$ cat src/hdl/mu_xfer_pkg.sv
package mu_xfer_pkg;

	// ****************************************
	// register map
	// ****************************************
	localparam logic [11:0] CTRL_OFF = 12'h000;
	localparam logic [11:0] MANUAL_OFF = 12'h004;
	localparam logic [11:0] STATUS_OFF = 12'h008;
	localparam logic [11:0] PROGRESS_OFF = 12'h00C;
	localparam logic [11:0] SWITCH_OFF = 12'h010;
	localparam logic [31:0] BAD_ADDR_DATA = 32'h00000000;

	// ctrl fields
	localparam int CTRL_ACK_BIT = 0;

	// manual fields
	localparam int MAN_GO_BIT = 0;
	localparam int MAN_DIR_BIT = 1;
	localparam int MAN_BANK_BIT = 2;
	localparam int MAN_TYPE_BIT = 3;
	localparam int MAN_DUAL_BIT = 4;

	// status fields
	localparam int ST_PHASE_LSB = 0;
	localparam int ST_MODE_ERR_BIT = 4;
	localparam int ST_PROT_ERR_BIT = 5;
	localparam int ST_XMIT_ERR_BIT = 6;
	localparam int ST_TYPE_ERR_BIT = 7;
	localparam int ST_DONE_BIT = 8;
	localparam int ST_BANK_BIT = 9;
	localparam int ST_DIR_BIT = 10;

	// progress fields
	localparam int PR_BLOCK_LSB = 20;

	// ****************************************
	// geometry and timing
	// ****************************************
	localparam int BLOCKS_PER_BANK = 16;
	localparam int BANK_BYTES = 1048576;
	localparam int BLOCK_BYTES = BANK_BYTES / BLOCKS_PER_BANK;
	localparam int CLK_HZ = 100000000;
	localparam int SLOW_BLINK_MS = 1000;
	localparam int FAST_BLINK_MS = 500;
	localparam int SLOW_BLINK_CYC = CLK_HZ / 1000 * SLOW_BLINK_MS;
	localparam int FAST_BLINK_CYC = CLK_HZ / 1000 * FAST_BLINK_MS;
	localparam int PREP_CYC = 16;

	typedef enum logic [2:0] {
		PH_IDLE,
		PH_PREPARE,
		PH_TRANSMIT,
		PH_VERIFY,
		PH_FINISHED,
		PH_ERROR
	} phase_t;

	typedef struct packed {
		logic auto_load_select;
		logic auto_backup_select;
		logic manual_transfer_select;
		logic data_type_select;
		logic terminal_write_enable;
		logic unit_write_enable;
		logic auto_bank_select;
		logic dual_image_enable;
	} switch_t;

	// storage-side request to the data mover
	typedef struct packed {
		logic req;
		logic to_unit;
		logic bank;
		logic system_img;
		logic [19:0] addr;
	} mover_t;

	typedef struct packed {
		logic ok;
		logic mismatch;
	} mover_rsp_t;

endpackage

$ cat src/hdl/memory_unit_transfer_control.sv
// ****************************************
// Notes on behaviour
// ****************************************
// Notes on behaviour
// - eight unit switches sampled once after reset; in manual mode the APB selection sets direction, bank, type and dual
// - three mode switches one-hot: auto load, auto backup, manual
// - no mode switch on, or several on, gives a mode error
// - data type switch off picks screen data, on picks system program
// - terminal storage written only while terminal write enable is on
// - memory unit written only while unit write enable is on
// - transfer into a write-disabled destination gives a protect error
// - auto bank switch off picks bank 0, on picks bank 1
// - dual image on ignores data type and bank switches
// - dual backup writes system to bank 0, screen to bank 1
// - dual load needs exactly one bank holding a system program
// - wrong image class into system or screen area is transmission error; dual load always takes bank 0 as system program
// - system program load refused if its terminal type differs
// - auto backup copies terminal data only while unit write enable is on
// - destination area overwritten; other bank untouched
// - backup reads terminal screen or system program storage as selected
// - phases run preparing, transmitting, verifying, finished
// - progress kept as byte count and block count, 16 blocks per bank
// - indicator blinks 1 s preparing, 0.5 s moving, steady when done; manual runs keep it dark except on an error
// - auto load copies unit data into terminal only after protect, transmission and type checks pass
// - manual mode takes direction and bank from panel selection
// - manual protect error may return to selection; others latch
//
// Implementation choices: the address map and register access over APB.
`timescale 1ns/1ns
`default_nettype none

module memory_unit_transfer_control
	import mu_xfer_pkg::*;
#(
	parameter int SLOW_CYC = SLOW_BLINK_CYC,
	parameter int FAST_CYC = FAST_BLINK_CYC,
	parameter int BANK_SIZE = BANK_BYTES
) (
	input wire logic pclk, // apb clock
	input wire logic presetn, // async reset, active low
	input wire logic clk_en, // freezes all state when low
	input wire logic psel, // apb select
	input wire logic penable, // apb access phase
	input wire logic pwrite, // apb direction
	input wire logic [11:0] paddr, // apb byte address
	input wire logic [31:0] pwdata, // apb write data
	output logic [31:0] prdata, // apb read data
	output logic pready, // apb ready
	output logic pslverr, // apb error
	input wire switch_t unit_switches, // unit dip switches
	input wire logic [1:0] bank_has_system, // bank holds a system image
	input wire logic image_type_match, // image target type equals ours
	output mover_t mover_req, // storage copy request
	input wire mover_rsp_t mover_rsp, // storage copy answer
	output logic terminal_write_en, // terminal storage write allowed
	output logic unit_write_en, // unit write allowed
	output logic status_indicator // run indicator
);

	// ****************************************
	// state
	// ****************************************
	switch_t sw_r;
	logic sampled_r;
	phase_t phase_r, phase_nxt;
	logic [31:0] blink_cnt_r;
	logic blink_r;
	logic [20:0] byte_cnt_r;
	logic [4:0] block_cnt_r;
	// own prepare timer: the blink counter wraps too early to time it
	logic [4:0] prep_cnt_r;
	logic pass_r; // second image of a dual run
	logic mode_err_r, prot_err_r, xmit_err_r, type_err_r;
	logic man_dir_r, man_bank_r, man_type_r, man_dual_r;
	logic is_manual_r;

	logic apb_wr;
	logic to_unit, dual, sys_img, bank;
	logic prot_bad, xmit_bad;

	assign apb_wr = psel & penable & pwrite & clk_en;
	function automatic logic onehot3(input switch_t s);
		logic [1:0] n;
		n = 2'(s.auto_load_select) + 2'(s.auto_backup_select) +
			2'(s.manual_transfer_select);
		return n == 2'd1;
	endfunction

	// ****************************************
	// switch sample and decode
	// ****************************************
	always_ff @(posedge pclk or negedge presetn) begin
		if (!presetn) begin
			sw_r <= '0;
			sampled_r <= 1'b0;
		end else if (clk_en && !sampled_r) begin
			sw_r <= unit_switches;
			sampled_r <= 1'b1;
		end
	end

	assign to_unit = sw_r.manual_transfer_select ? man_dir_r :
		sw_r.auto_backup_select;
	assign dual = sw_r.manual_transfer_select ? man_dual_r :
		sw_r.dual_image_enable;
	// dual ignores type and bank; system first into bank 0
	assign sys_img = dual ? ~pass_r :
		(sw_r.manual_transfer_select ? man_type_r : sw_r.data_type_select);
	assign bank = dual ? pass_r :
		(sw_r.manual_transfer_select ? man_bank_r : sw_r.auto_bank_select);
	assign prot_bad = to_unit ? ~sw_r.unit_write_enable :
		~sw_r.terminal_write_enable;
	// in loads the bank content must fit the target area
	always_comb begin
		xmit_bad = 1'b0;
		if (!to_unit) begin
			if (dual)
				xmit_bad = bank_has_system == 2'b00 ||
					bank_has_system == 2'b11;
			else
				xmit_bad = bank_has_system[bank] != sys_img;
		end
	end

	assign terminal_write_en = sw_r.terminal_write_enable & ~to_unit &
		(phase_r == PH_TRANSMIT);
	assign unit_write_en = sw_r.unit_write_enable & to_unit &
		(phase_r == PH_TRANSMIT);

	// ****************************************
	// phase sequence
	// ****************************************
	logic go;
	logic chunk_last;
	assign go = sw_r.manual_transfer_select ?
		(apb_wr && paddr == MANUAL_OFF && pwdata[MAN_GO_BIT]) : 1'b1;
	assign chunk_last = byte_cnt_r == 21'(BANK_SIZE - 1);

	always_comb begin
		phase_nxt = phase_r;
		case (phase_r)
			PH_IDLE: begin
				if (sampled_r) begin
					if (!onehot3(sw_r))
						phase_nxt = PH_ERROR;
					else if (go)
						phase_nxt = PH_PREPARE;
				end
			end
			PH_PREPARE: begin
				if (prot_bad || xmit_bad)
					phase_nxt = PH_ERROR;
				else if (!to_unit && sys_img && !image_type_match)
					phase_nxt = PH_ERROR;
				else if (prep_cnt_r >= 5'(PREP_CYC))
					phase_nxt = PH_TRANSMIT;
			end
			PH_TRANSMIT: begin
				if (mover_rsp.ok && chunk_last)
					phase_nxt = PH_VERIFY;
			end
			PH_VERIFY: begin
				if (mover_rsp.mismatch)
					phase_nxt = PH_ERROR;
				else if (mover_rsp.ok && chunk_last)
					phase_nxt = (dual && !pass_r) ? PH_PREPARE :
						PH_FINISHED;
			end
			PH_FINISHED: phase_nxt = PH_FINISHED;
			PH_ERROR: begin
				// only a manual protect error may be acknowledged
				if (is_manual_r && prot_err_r && !mode_err_r &&
					apb_wr && paddr == CTRL_OFF && pwdata[CTRL_ACK_BIT])
					phase_nxt = PH_IDLE;
			end
			default: phase_nxt = PH_ERROR;
		endcase
	end

	always_ff @(posedge pclk or negedge presetn) begin
		if (!presetn)
			phase_r <= PH_IDLE;
		else if (clk_en)
			phase_r <= phase_nxt;
	end

	always_ff @(posedge pclk or negedge presetn) begin
		if (!presetn)
			pass_r <= 1'b0;
		else if (clk_en) begin
			if (phase_r == PH_VERIFY && phase_nxt == PH_PREPARE)
				pass_r <= 1'b1;
			else if (phase_nxt == PH_IDLE)
				pass_r <= 1'b0;
		end
	end

	always_ff @(posedge pclk or negedge presetn) begin
		if (!presetn)
			prep_cnt_r <= '0;
		else if (clk_en) begin
			if (phase_r != phase_nxt)
				prep_cnt_r <= '0;
			else if (phase_r == PH_PREPARE && prep_cnt_r != 5'(PREP_CYC))
				prep_cnt_r <= prep_cnt_r + 5'd1;
		end
	end

	// error flags latch on entry to error
	always_ff @(posedge pclk or negedge presetn) begin
		if (!presetn) begin
			mode_err_r <= 1'b0;
			prot_err_r <= 1'b0;
			xmit_err_r <= 1'b0;
			type_err_r <= 1'b0;
		end else if (clk_en) begin
			if (phase_nxt == PH_IDLE && phase_r == PH_ERROR)
				prot_err_r <= 1'b0;
			else if (phase_r != PH_ERROR && phase_nxt == PH_ERROR) begin
				if (phase_r == PH_IDLE)
					mode_err_r <= 1'b1;
				else if (phase_r == PH_PREPARE && prot_bad)
					prot_err_r <= 1'b1;
				else if (phase_r == PH_PREPARE && xmit_bad)
					xmit_err_r <= 1'b1;
				else
					type_err_r <= 1'b1;
			end
		end
	end

	// ****************************************
	// data mover and progress
	// ****************************************
	always_ff @(posedge pclk or negedge presetn) begin
		if (!presetn) begin
			byte_cnt_r <= '0;
			block_cnt_r <= '0;
		end else if (clk_en) begin
			if (phase_r != phase_nxt) begin
				byte_cnt_r <= '0;
				block_cnt_r <= '0;
			end else if ((phase_r == PH_TRANSMIT || phase_r == PH_VERIFY) &&
				mover_rsp.ok) begin
				byte_cnt_r <= byte_cnt_r + 21'd1;
				if (byte_cnt_r[15:0] == 16'(BLOCK_BYTES - 1))
					block_cnt_r <= block_cnt_r + 5'd1;
			end
		end
	end

	// only the selected bank is addressed; backup reads terminal
	always_ff @(posedge pclk or negedge presetn) begin
		if (!presetn)
			mover_req <= '0;
		else if (clk_en) begin
			mover_req.req <= (phase_nxt == PH_TRANSMIT ||
				phase_nxt == PH_VERIFY) && phase_r == phase_nxt;
			mover_req.to_unit <= to_unit;
			mover_req.bank <= bank;
			mover_req.system_img <= sys_img;
			mover_req.addr <= byte_cnt_r[19:0];
		end
	end

	// ****************************************
	// indicator
	// ****************************************
	always_ff @(posedge pclk or negedge presetn) begin
		if (!presetn) begin
			blink_cnt_r <= '0;
			blink_r <= 1'b0;
		end else if (clk_en) begin
			if (phase_r != phase_nxt)
				blink_cnt_r <= '0;
			else if ((phase_r == PH_PREPARE || phase_r == PH_ERROR) ?
				blink_cnt_r >= 32'(SLOW_CYC - 1) :
				blink_cnt_r >= 32'(FAST_CYC - 1)) begin
				blink_cnt_r <= '0;
				blink_r <= ~blink_r;
			end else
				blink_cnt_r <= blink_cnt_r + 32'd1;
		end
	end

	// manual runs keep the indicator dark except on an error
	always_comb begin
		case (phase_r)
			PH_FINISHED: status_indicator = ~is_manual_r;
			PH_ERROR: status_indicator = blink_r;
			PH_PREPARE, PH_TRANSMIT, PH_VERIFY:
				status_indicator = blink_r & ~is_manual_r;
			default: status_indicator = 1'b0;
		endcase
	end

	// ****************************************
	// apb registers
	// ****************************************
	always_ff @(posedge pclk or negedge presetn) begin
		if (!presetn) begin
			man_dir_r <= 1'b0;
			man_bank_r <= 1'b0;
			man_type_r <= 1'b0;
			man_dual_r <= 1'b0;
			is_manual_r <= 1'b0;
		end else if (clk_en) begin
			is_manual_r <= sw_r.manual_transfer_select;
			// selection frozen once a manual run starts
			if (apb_wr && paddr == MANUAL_OFF && phase_r == PH_IDLE) begin
				man_dir_r <= pwdata[MAN_DIR_BIT];
				man_bank_r <= pwdata[MAN_BANK_BIT];
				man_type_r <= pwdata[MAN_TYPE_BIT];
				man_dual_r <= pwdata[MAN_DUAL_BIT];
			end
		end
	end

	logic addr_ok;
	assign addr_ok = paddr == CTRL_OFF || paddr == MANUAL_OFF ||
		paddr == STATUS_OFF || paddr == PROGRESS_OFF || paddr == SWITCH_OFF;
	assign pready = 1'b1;
	assign pslverr = psel & penable & ~addr_ok;

	always_ff @(posedge pclk or negedge presetn) begin
		if (!presetn)
			prdata <= '0;
		else if (clk_en && psel && !penable && !pwrite) begin
			case (paddr)
				MANUAL_OFF: prdata <= {27'h0, man_dual_r, man_type_r,
					man_bank_r, man_dir_r, 1'b0};
				STATUS_OFF: prdata <= {21'h0, to_unit, bank,
					phase_r == PH_FINISHED, type_err_r, xmit_err_r,
					prot_err_r, mode_err_r, 1'b0, phase_r};
				PROGRESS_OFF: prdata <= {7'h0, block_cnt_r, byte_cnt_r[19:0]};
				SWITCH_OFF: prdata <= {24'h0, sw_r};
				default: prdata <= BAD_ADDR_DATA;
			endcase
		end
	end

endmodule

`default_nettype wire

$ cat config.mk
export PLATFORM = sky130hd
export DESIGN_NAME = memory_unit_transfer_control
export DESIGN_NICKNAME = d
export VERILOG_FILES = /design/src/hdl/mu_xfer_pkg.sv /design/src/hdl/memory_unit_transfer_control.sv
export SDC_FILE = /design/constraint.sdc
export NUM_CORES = 1
export LEC_CHECK = 0
export BUFFER_PORTS_ARGS = -buffer_cell sky130_fd_sc_hd__buf_2
export CORE_UTILIZATION = 25
export CTS_CLUSTER_DIAMETER = 60
export DETAILED_ROUTE_END_ITERATION = 10
export PLACE_DENSITY = 0.51
export SYNTH_ARGS = -nofsm -noshare
export SYNTH_HDL_FRONTEND = slang
export SYNTH_SLANG_ARGS = --single-unit
$ cat constraint.sdc
create_clock -name pclk -period 3.36 [get_ports pclk]
set_input_delay 0.336 -clock pclk [delete_from_list [all_inputs] [get_ports pclk]]
set_output_delay 0.336 -clock pclk [all_outputs]
set_load 0.005 [all_outputs]
==> results of run 1 <==
[per-stage QoR]
step	util (%)	total power [W]
after global routing	31.00	0.004829
final	31.01	0.004633
after floorplan	-	0.002375
after CTS	31.00	0.004666
after global placement	28.80	0.002657
after detailed placement	28.80	0.002661
[flip-flops by register name (all words and copies together), names as in the netlist]
name and count:
blink_cnt_r 32, blink_r 1, block_cnt_r 5, byte_cnt_r 21
is_manual_r 1, man_bank_r 1, man_dir_r 1, man_dual_r 1
man_type_r 1, mode_err_r 1, mover_req 24, pass_r 1
phase_r 3, prdata 25, prep_cnt_r 5, prot_err_r 1
sampled_r 1, sw_r 8, type_err_r 1, xmit_err_r 1
[worst min path at each step]
stage / start / to / slack, ns / cells after the start
after floorplan: presetn / blink_cnt_r[0]$_DFFE_PN0P_ / 0.04 / 0
after global placement: presetn / blink_cnt_r[23]$_DFFE_PN0P_ / 0.44 / 1
after detailed placement: presetn / blink_cnt_r[23]$_DFFE_PN0P_ / 0.44 / 1
after CTS: unit_switches[6] / sw_r[6]$_DFFE_PN0P_ / 0.11 / 3
after global routing: pwdata[3] / man_type_r$_DFFE_PN0P_ / 0.12 / 2
final: unit_switches[6] / sw_r[6]$_DFFE_PN0P_ / 0.14 / 3
[worst max-delay path, stage by stage, from the launching register on]
cell and delay [ns]:
dfrtp_1 0.35, ha_1 0.21, nand3_1 0.14, or4_1 0.59, o41a_1 0.44, a2111oi_2 0.35
nand4bb_2 0.26, buf_4 0.27, nor2_2 0.17, a22o_1 0.26
[kinds of logic (layout without fill, tap and decap cells)]
| logic type | after synthesis | in the layout | share of synthesized area [%] |
|---|---|---|---|
| DFF | 135 | 135 | 46.54 |
| adders and majority gates | 6 | 6 | 1.138 |
| muxes | 42 | 42 | 6.308 |
| other | 2 | 9 | 0.1035 |
| buffers and inverters | 76 | 179 | 5.050 |
| xor gates and xnor gates | 6 | 6 | 0.7239 |
| AOI/OAI and AO/OA | 176 | 176 | 18.22 |
| and+or+nand+nor | 309 | 309 | 21.92 |
[Yosys cell counts (all sizes together), types with 3 or more instances]
library cell,n
mux2,30
and2,7
a2111oi,3
o21ai,22
nor3,23
inv,23
o32ai,3
clkbuf,36
nor2b,30
o22ai,5
and3,15
and3b,3
nand2,72
or2,4
or4,4
and4,5
o31ai,27
o2bb2ai,7
nor2,60
mux2i,12
a21oi,20
a22o,33
xnor2,5
ha,5
nand3,44
a222oi,5
nand4,15
a211oi,3
buf,17
a2bb2oi,3
o311ai,4
a22oi,6
nor4,9
a221o,3
a21o,7
dfrtp,135
or3,3
a31oi,7
nand2b,6
[cell type report]
| class | instances | area share (%) |
|---|---|---|
| Tap cell | 384 | 5.412 |
| Clock inverter | 12 | 2.001 |
| Multi-Input combinational cell | 547 | 40.07 |
| Sequential cell | 135 | 38.05 |
| Clock buffer | 19 | 4.989 |
| Inverter | 23 | 0.9725 |
| Timing Repair Buffer | 125 | 8.471 |
| Antenna cell | 1 | 0.02819 |
[cell usage in the layout, fill, tap and decap left out, types with 6 or more instances in the layout]
cell	count
nor2b_1	30
a22o_1	33
mux2i_1	12
a22oi_1	6
o21ai_0	17
nand2_1	72
buf_2	87
buf_4	34
a21o_1	7
conb_1	8
mux2_2	30
nor4_1	9
and3_1	15
o2bb2ai_1	7
a21oi_1	20
o31ai_1	27
nand4_1	14
nand2b_1	6
nor2_1	58
dfrtp_1	135
nor3_1	22
and2_1	7
a31oi_1	6
nand3_1	44
inv_1	22
clkbuf_16	17
[power by group]
| group | internal [W] | leakage [nW] | total [W] | switching [W] |
|---|---|---|---|---|
| combinational | 0.000311 | 1.97 | 0.000853 | 0.000542 |
| sequential | 0.00171 | 1.81 | 0.00179 | 0.0000739 |
| clock | 0.00126 | 0.291 | 0.00199 | 0.000738 |
[what timing repair did]
action                                 CTS  global route
gates resized for setup                  0             0
setup buffers                            0             0
setup endpoints to repair                0             0
hold buffers                             1             0
endpoints found under the hold margin   26             0
[per-layer routing]
metal  wire (um)  vias to the layer above
met5           0                        -
met3         899                       21
met4         275                        0
met2        9357                      139
li1            -                     2970
met1       10350                     3006
==> impl_metrics.ini, run 1 <==
[worst_setup_path]
r2r_end = byte_cnt_r[11]$_DFFE_PN0P_
critical_path_class = flip-flop to flip-flop
arrival_ns = 3.47
cp-start-kind = flip-flop
r2r-start = byte_cnt_r[0]$_DFFE_PN0P_
critPathMaxFanout = 17
end_kind = flip-flop
reg2reg_depth = 9
crit_path_end = byte_cnt_r[11]$_DFFE_PN0P_
rrSetupSlack_ns = 0.19
worstSetupStartpoint = byte_cnt_r[0]$_DFFE_PN0P_
required_ns = 3.67

[timing]
whs_ns = 0.1363
finalHoldViolCount = 0
min_period_ns = 3.166
min_period_over_period_pct = 94.22
tns_ns = 0
setup_ws_ns = 0.1941
drv_slew = 0
rsz0062_at_grt = false
clock_skew_ns = 0.01019
worst_pin_slew_ns = 0.9867
setup_viol_count_final = 0
slew_headroom_pct = 34.22
max_freq_mhz = 315.9

[global_route]
met1_usage_pct = 20.33
grt.total_usage_pct = 14.66
grt_pass1_wl_um = 33200
grt.met2_usage_pct = 22.53
globalRouteMet3Util_pct = 3.250
grt_pass1_vias = 5894
top_usage_layer = met2
grt-ovfl-total = 0
grt_max_degree = 83
antenna_found_initial = 1

[placed_design]
port_buffers = 88
place_ws_ns = 0.2282
hpwl_um = 14230
dp.cells = 1213
place_area_um2 = 8244
gp_congestion = 0.8588

[synth]
synth_top_area_cell = dfrtp_1
yosysWarnings = 0
synth-seq-area-share_pct = 46.54
synth-main-ff-cell = dfrtp_1
synthCells = 752
yosys.cell_types.count = 72
synth.area.top_cells = dfrtp_1 47%, mux2_2 4.7%, a22o_1 4.0%, nand2_1 3.7%, nor2_1 3.1%
async_flop_share_pct = 100.0
synth.avg_cell_area_um2 = 9.654
syn-cell-area_um2 = 7259
synth_edf_count = 0
yosys_register_bits = 135
synth.top_cell.area_share_pct = 46.54

[die]
initial_core_util_pct = 25.36
die_area_um2 = 29720
rows = 62
chipWidth_um = 172.4
core_area_um2 = 28630
io_pins = 124
dieHeight_um = 172.4

[pwr]
ir_drop_v = 0.0003378
p_leak_nw = 4.072
power_density_nw_per_um2 = 521.9

[outcome]
status = finished with violations
violations = DRC

[cells_and_area]
drive_above_1_share_pct = 23.11
areaGrowthSynthToFinish_pct = 22.29
seq_area_um2 = 3378
fin_area_um2 = 8877
fin_cells = 1246
multiInputGateArea_um2 = 3557
fin_nets = 918
nFillCells = 2955

[routing]
wl_um = 20890
drc = 2
vias_per_cell = 4.925
ant_nets = 0
drt_iter0_markers = 384
firstDrtPassIters = 8
post_drt_wl_per_cell_um = 16.76
num_vias = 6136

[clock_network]
clock-sinks = 135
tritoncts = yes
cts_root_buffer = clkbuf_16
h-tree-depth = 4
clock_latency_ns = 0.43
path_clk_slew_ns = 0.06
clock_path_buffers = 2
numCtsBuffers = 17

[job]
maxCapViolations = 0

[min_path]
holdCritPathClass = primary input to flip-flop
Power figures use the tool's default switching activity.
==> run 2, diff against run 1 <==
Settings changed: ABC_AREA from default to 1.
==> run 2 against run 1 <==
Against the previous run:
- the flow now finishes without violations
- power fell by 8.9%
- critical path depth rose by 6
- sequential share of layout area rose by 0.19 points
- critical path type unchanged
==> impl_metrics.ini, run 2 <==
[pwr]
finalPower_w = 0.004220
ir_drop_v = 0.0003943
power_density_nw_per_um2 = 477.8
p_leak_nw = 4.201

[die]
chipWidth_um = 174.5
core_area_um2 = 29010
initial_core_util_pct = 25.65
io_pins = 124
die_area_um2 = 30460
rows = 62
dieHeight_um = 174.5

[synth]
synth.area.top_cells = dfrtp_1 45%, nand2_1 13%, inv_1 5.8%, nor2_1 3.8%, xor2_1 3.8%
synthCells = 948
synth-main-ff-cell = dfrtp_1
synth.top_cell.area_share_pct = 45.40
yosys_register_bits = 135
synth_edf_count = 0
synthMuxAreaShare_pct = 0
synth_top_area_cell = dfrtp_1
synth_top_family_by_area = simple AND/OR/NAND/NOR gates
syn-cell-area_um2 = 7441
synth_fa_ha_area_share_pct = 1.110
async_flop_share_pct = 100.0
synth.avg_cell_area_um2 = 7.849
synth-seq-area-share_pct = 45.40
synth_common_cells = 265 x nand2_1, 135 x dfrtp_1, 114 x inv_1
synth_compound_area_share_pct = 12.28
yosysWarnings = 0
synth.most_common_cell = nand2_1
yosys.cell_types.count = 47
synth_xor_area_share_pct = 4.826
synth-simple-area-share_pct = 27.46

[global_route]
grt_max_degree = 81
grt.total_usage_pct = 13.88
grt-ovfl-total = 0
grt_pass1_vias = 6216
antenna_found_initial = 1
grt_pass1_wl_um = 33280

[placed_design]
gp_congestion = 0.8756
port_buffers = 88
hpwl_um = 14480

[outcome]
status = complete, no violations

[min_path]
hp-start = unit_switches[7]
holdCritPathClass = primary input to flip-flop

[clock_network]
cts_root_buffer = clkbuf_16
path_clk_slew_ns = 0.07
tritoncts = yes
clock-sinks = 135
h-tree-depth = 4
numCtsBuffers = 17
cts_resized = 0
clock_path_buffers = 2
clock_latency_ns = 0.43

[worst_setup_path]
critPathMaxFanout = 20
critical_path_class = flip-flop to flip-flop
crit_path_cell_trace = ha_1 -> nand2_1 -> nor2_4 -> nand2_2 -> nor2_4 -> nand4_1 -> nand2_1 -> nand2_1 -> a21oi_1 -> nand3_1 -> nand2_1 -> nand3_4 -> nor2_8 -> nand2_2 -> o21ai_2
worstSetupStartpoint = byte_cnt_r[0]$_DFFE_PN0P_
arrival_ns = 3.29
required_ns = 3.69
cp-start-kind = flip-flop
end_kind = flip-flop
critPathMaxStageDelay_ns = 0.42
cpMostUsedCell = nand2_1
slowest_stage = dfrtp_1
r2r-start = byte_cnt_r[0]$_DFFE_PN0P_

[cells_and_area]
final_cell_mix = 265 x nand2_1, 135 x dfrtp_1, 113 x inv_1
top_register = blink_cnt_r
n_antenna_cell = 0
fin_util_pct = 30.44
final_common_cell = nand2_1
fin_nets = 1107
top_regs = blink_cnt_r (32), prdata (25), mover_req (24)
drive_above_1_share_pct = 17.90
areaGrowthSynthToFinish_pct = 18.70
largest_reg_flops = 32

[job]
maxCapViolations = 0

[routing]
drc = 0
vias_per_cell = 4.426
firstDrtPassIters = 7
post_drt_wl_per_cell_um = 14.06
num_vias = 6347
wl_um = 20160
drt_iter0_markers = 364
ant_nets = 0

[timing]
drv_slew = 0
slew_headroom_pct = 45.56
max_freq_mhz = 338.1
whs_ns = 0.1565
worst_pin_slew_ns = 0.7960
rsz0062_at_grt = false
tns_ns = 0
finalHoldViolCount = 0
min_period_ns = 2.958
setup_viol_count_final = 0
clock_skew_ns = 0.01657
min_period_over_period_pct = 88.04
[run 2: cells by family (layout without fill, tap and decap cells)]
| kind of cell | count (synthesis) | count (layout) |
|---|---|---|
| adder cells (fa/ha/maj) | 6 | 6 |
| buffers and inverters | 158 | 254 |
| XOR/XNOR | 41 | 41 |
| flip-flops | 135 | 135 |
| AND/OR/NAND/NOR | 464 | 464 |
| other | 2 | 8 |
| AO/OA/AOI/OAI | 142 | 142 |
[run 2: area by class of cell]
type,count,area (um2)
clock buffers,19,432.9
fillers,3204,20180
multi-input cells,661,3428
repair buffers,103,561.8
clock inverters,12,100.1
inverters,120,450.4
well taps,384,480.5
flip-flops and latches,135,3378
[run 2: timing repair]
item / CTS / global route
hold buffers: 1 / 0
buffers inserted: 0 / 0
hold endpoints to repair: 10 / 0
[run 2: worst max-delay path: cells and delay by family (launching register included)]
family,cells,cell delay (ns)
compound gates,2,0.41
fa+ha+maj,1,0.21
flops,1,0.42
simple gates,12,1.81
[run 2: through the flow]
step                setup WS (ns)  std cells  instance area [um2]
floorplan                   1.021        954                 7463
detailed placement         0.3973       1402                 8289
global placement           0.4428       1402                 8289
global route              0.08015       1434                 8832
finish                     0.4019       1434                 8832
CTS                        0.3599       1434                 8832
[run 2: power by group]
group          internal (W)  leakage (nW)  switching, W
clock              0.000954         0.257      0.000776
combinational      0.000212          2.17      0.000519
sequential          0.00169          1.78     0.0000717
[run 2: worst paths after layout]
kind / end / cells after the start / slack (ns)
setup reg to reg: blink_cnt_r[11]$_DFFE_PN0P_ / 15 / 0.40
max in group asynchronous: type_err_r$_DFFE_PN0P_ / 3 / 1.95
hold reg to reg: xmit_err_r$_DFFE_PN0P_ / 2 / 0.46
setup / recovery: blink_cnt_r[11]$_DFFE_PN0P_ / 15 / 0.40
min in group asynchronous: blink_cnt_r[14]$_DFFE_PN0P_ / 2 / 0.52
hold / removal: sw_r[7]$_DFFE_PN0P_ / 3 / 0.16
[run 2: layer usage]
layer  track usage (%)  vias up  routed length [um]
met3             2.450       25                 679
met4             5.254        2                 422
li1                  -     3225                   -
met5                 0        -                   9
met1             19.00     2955               10020
met2             21.75      140                9033
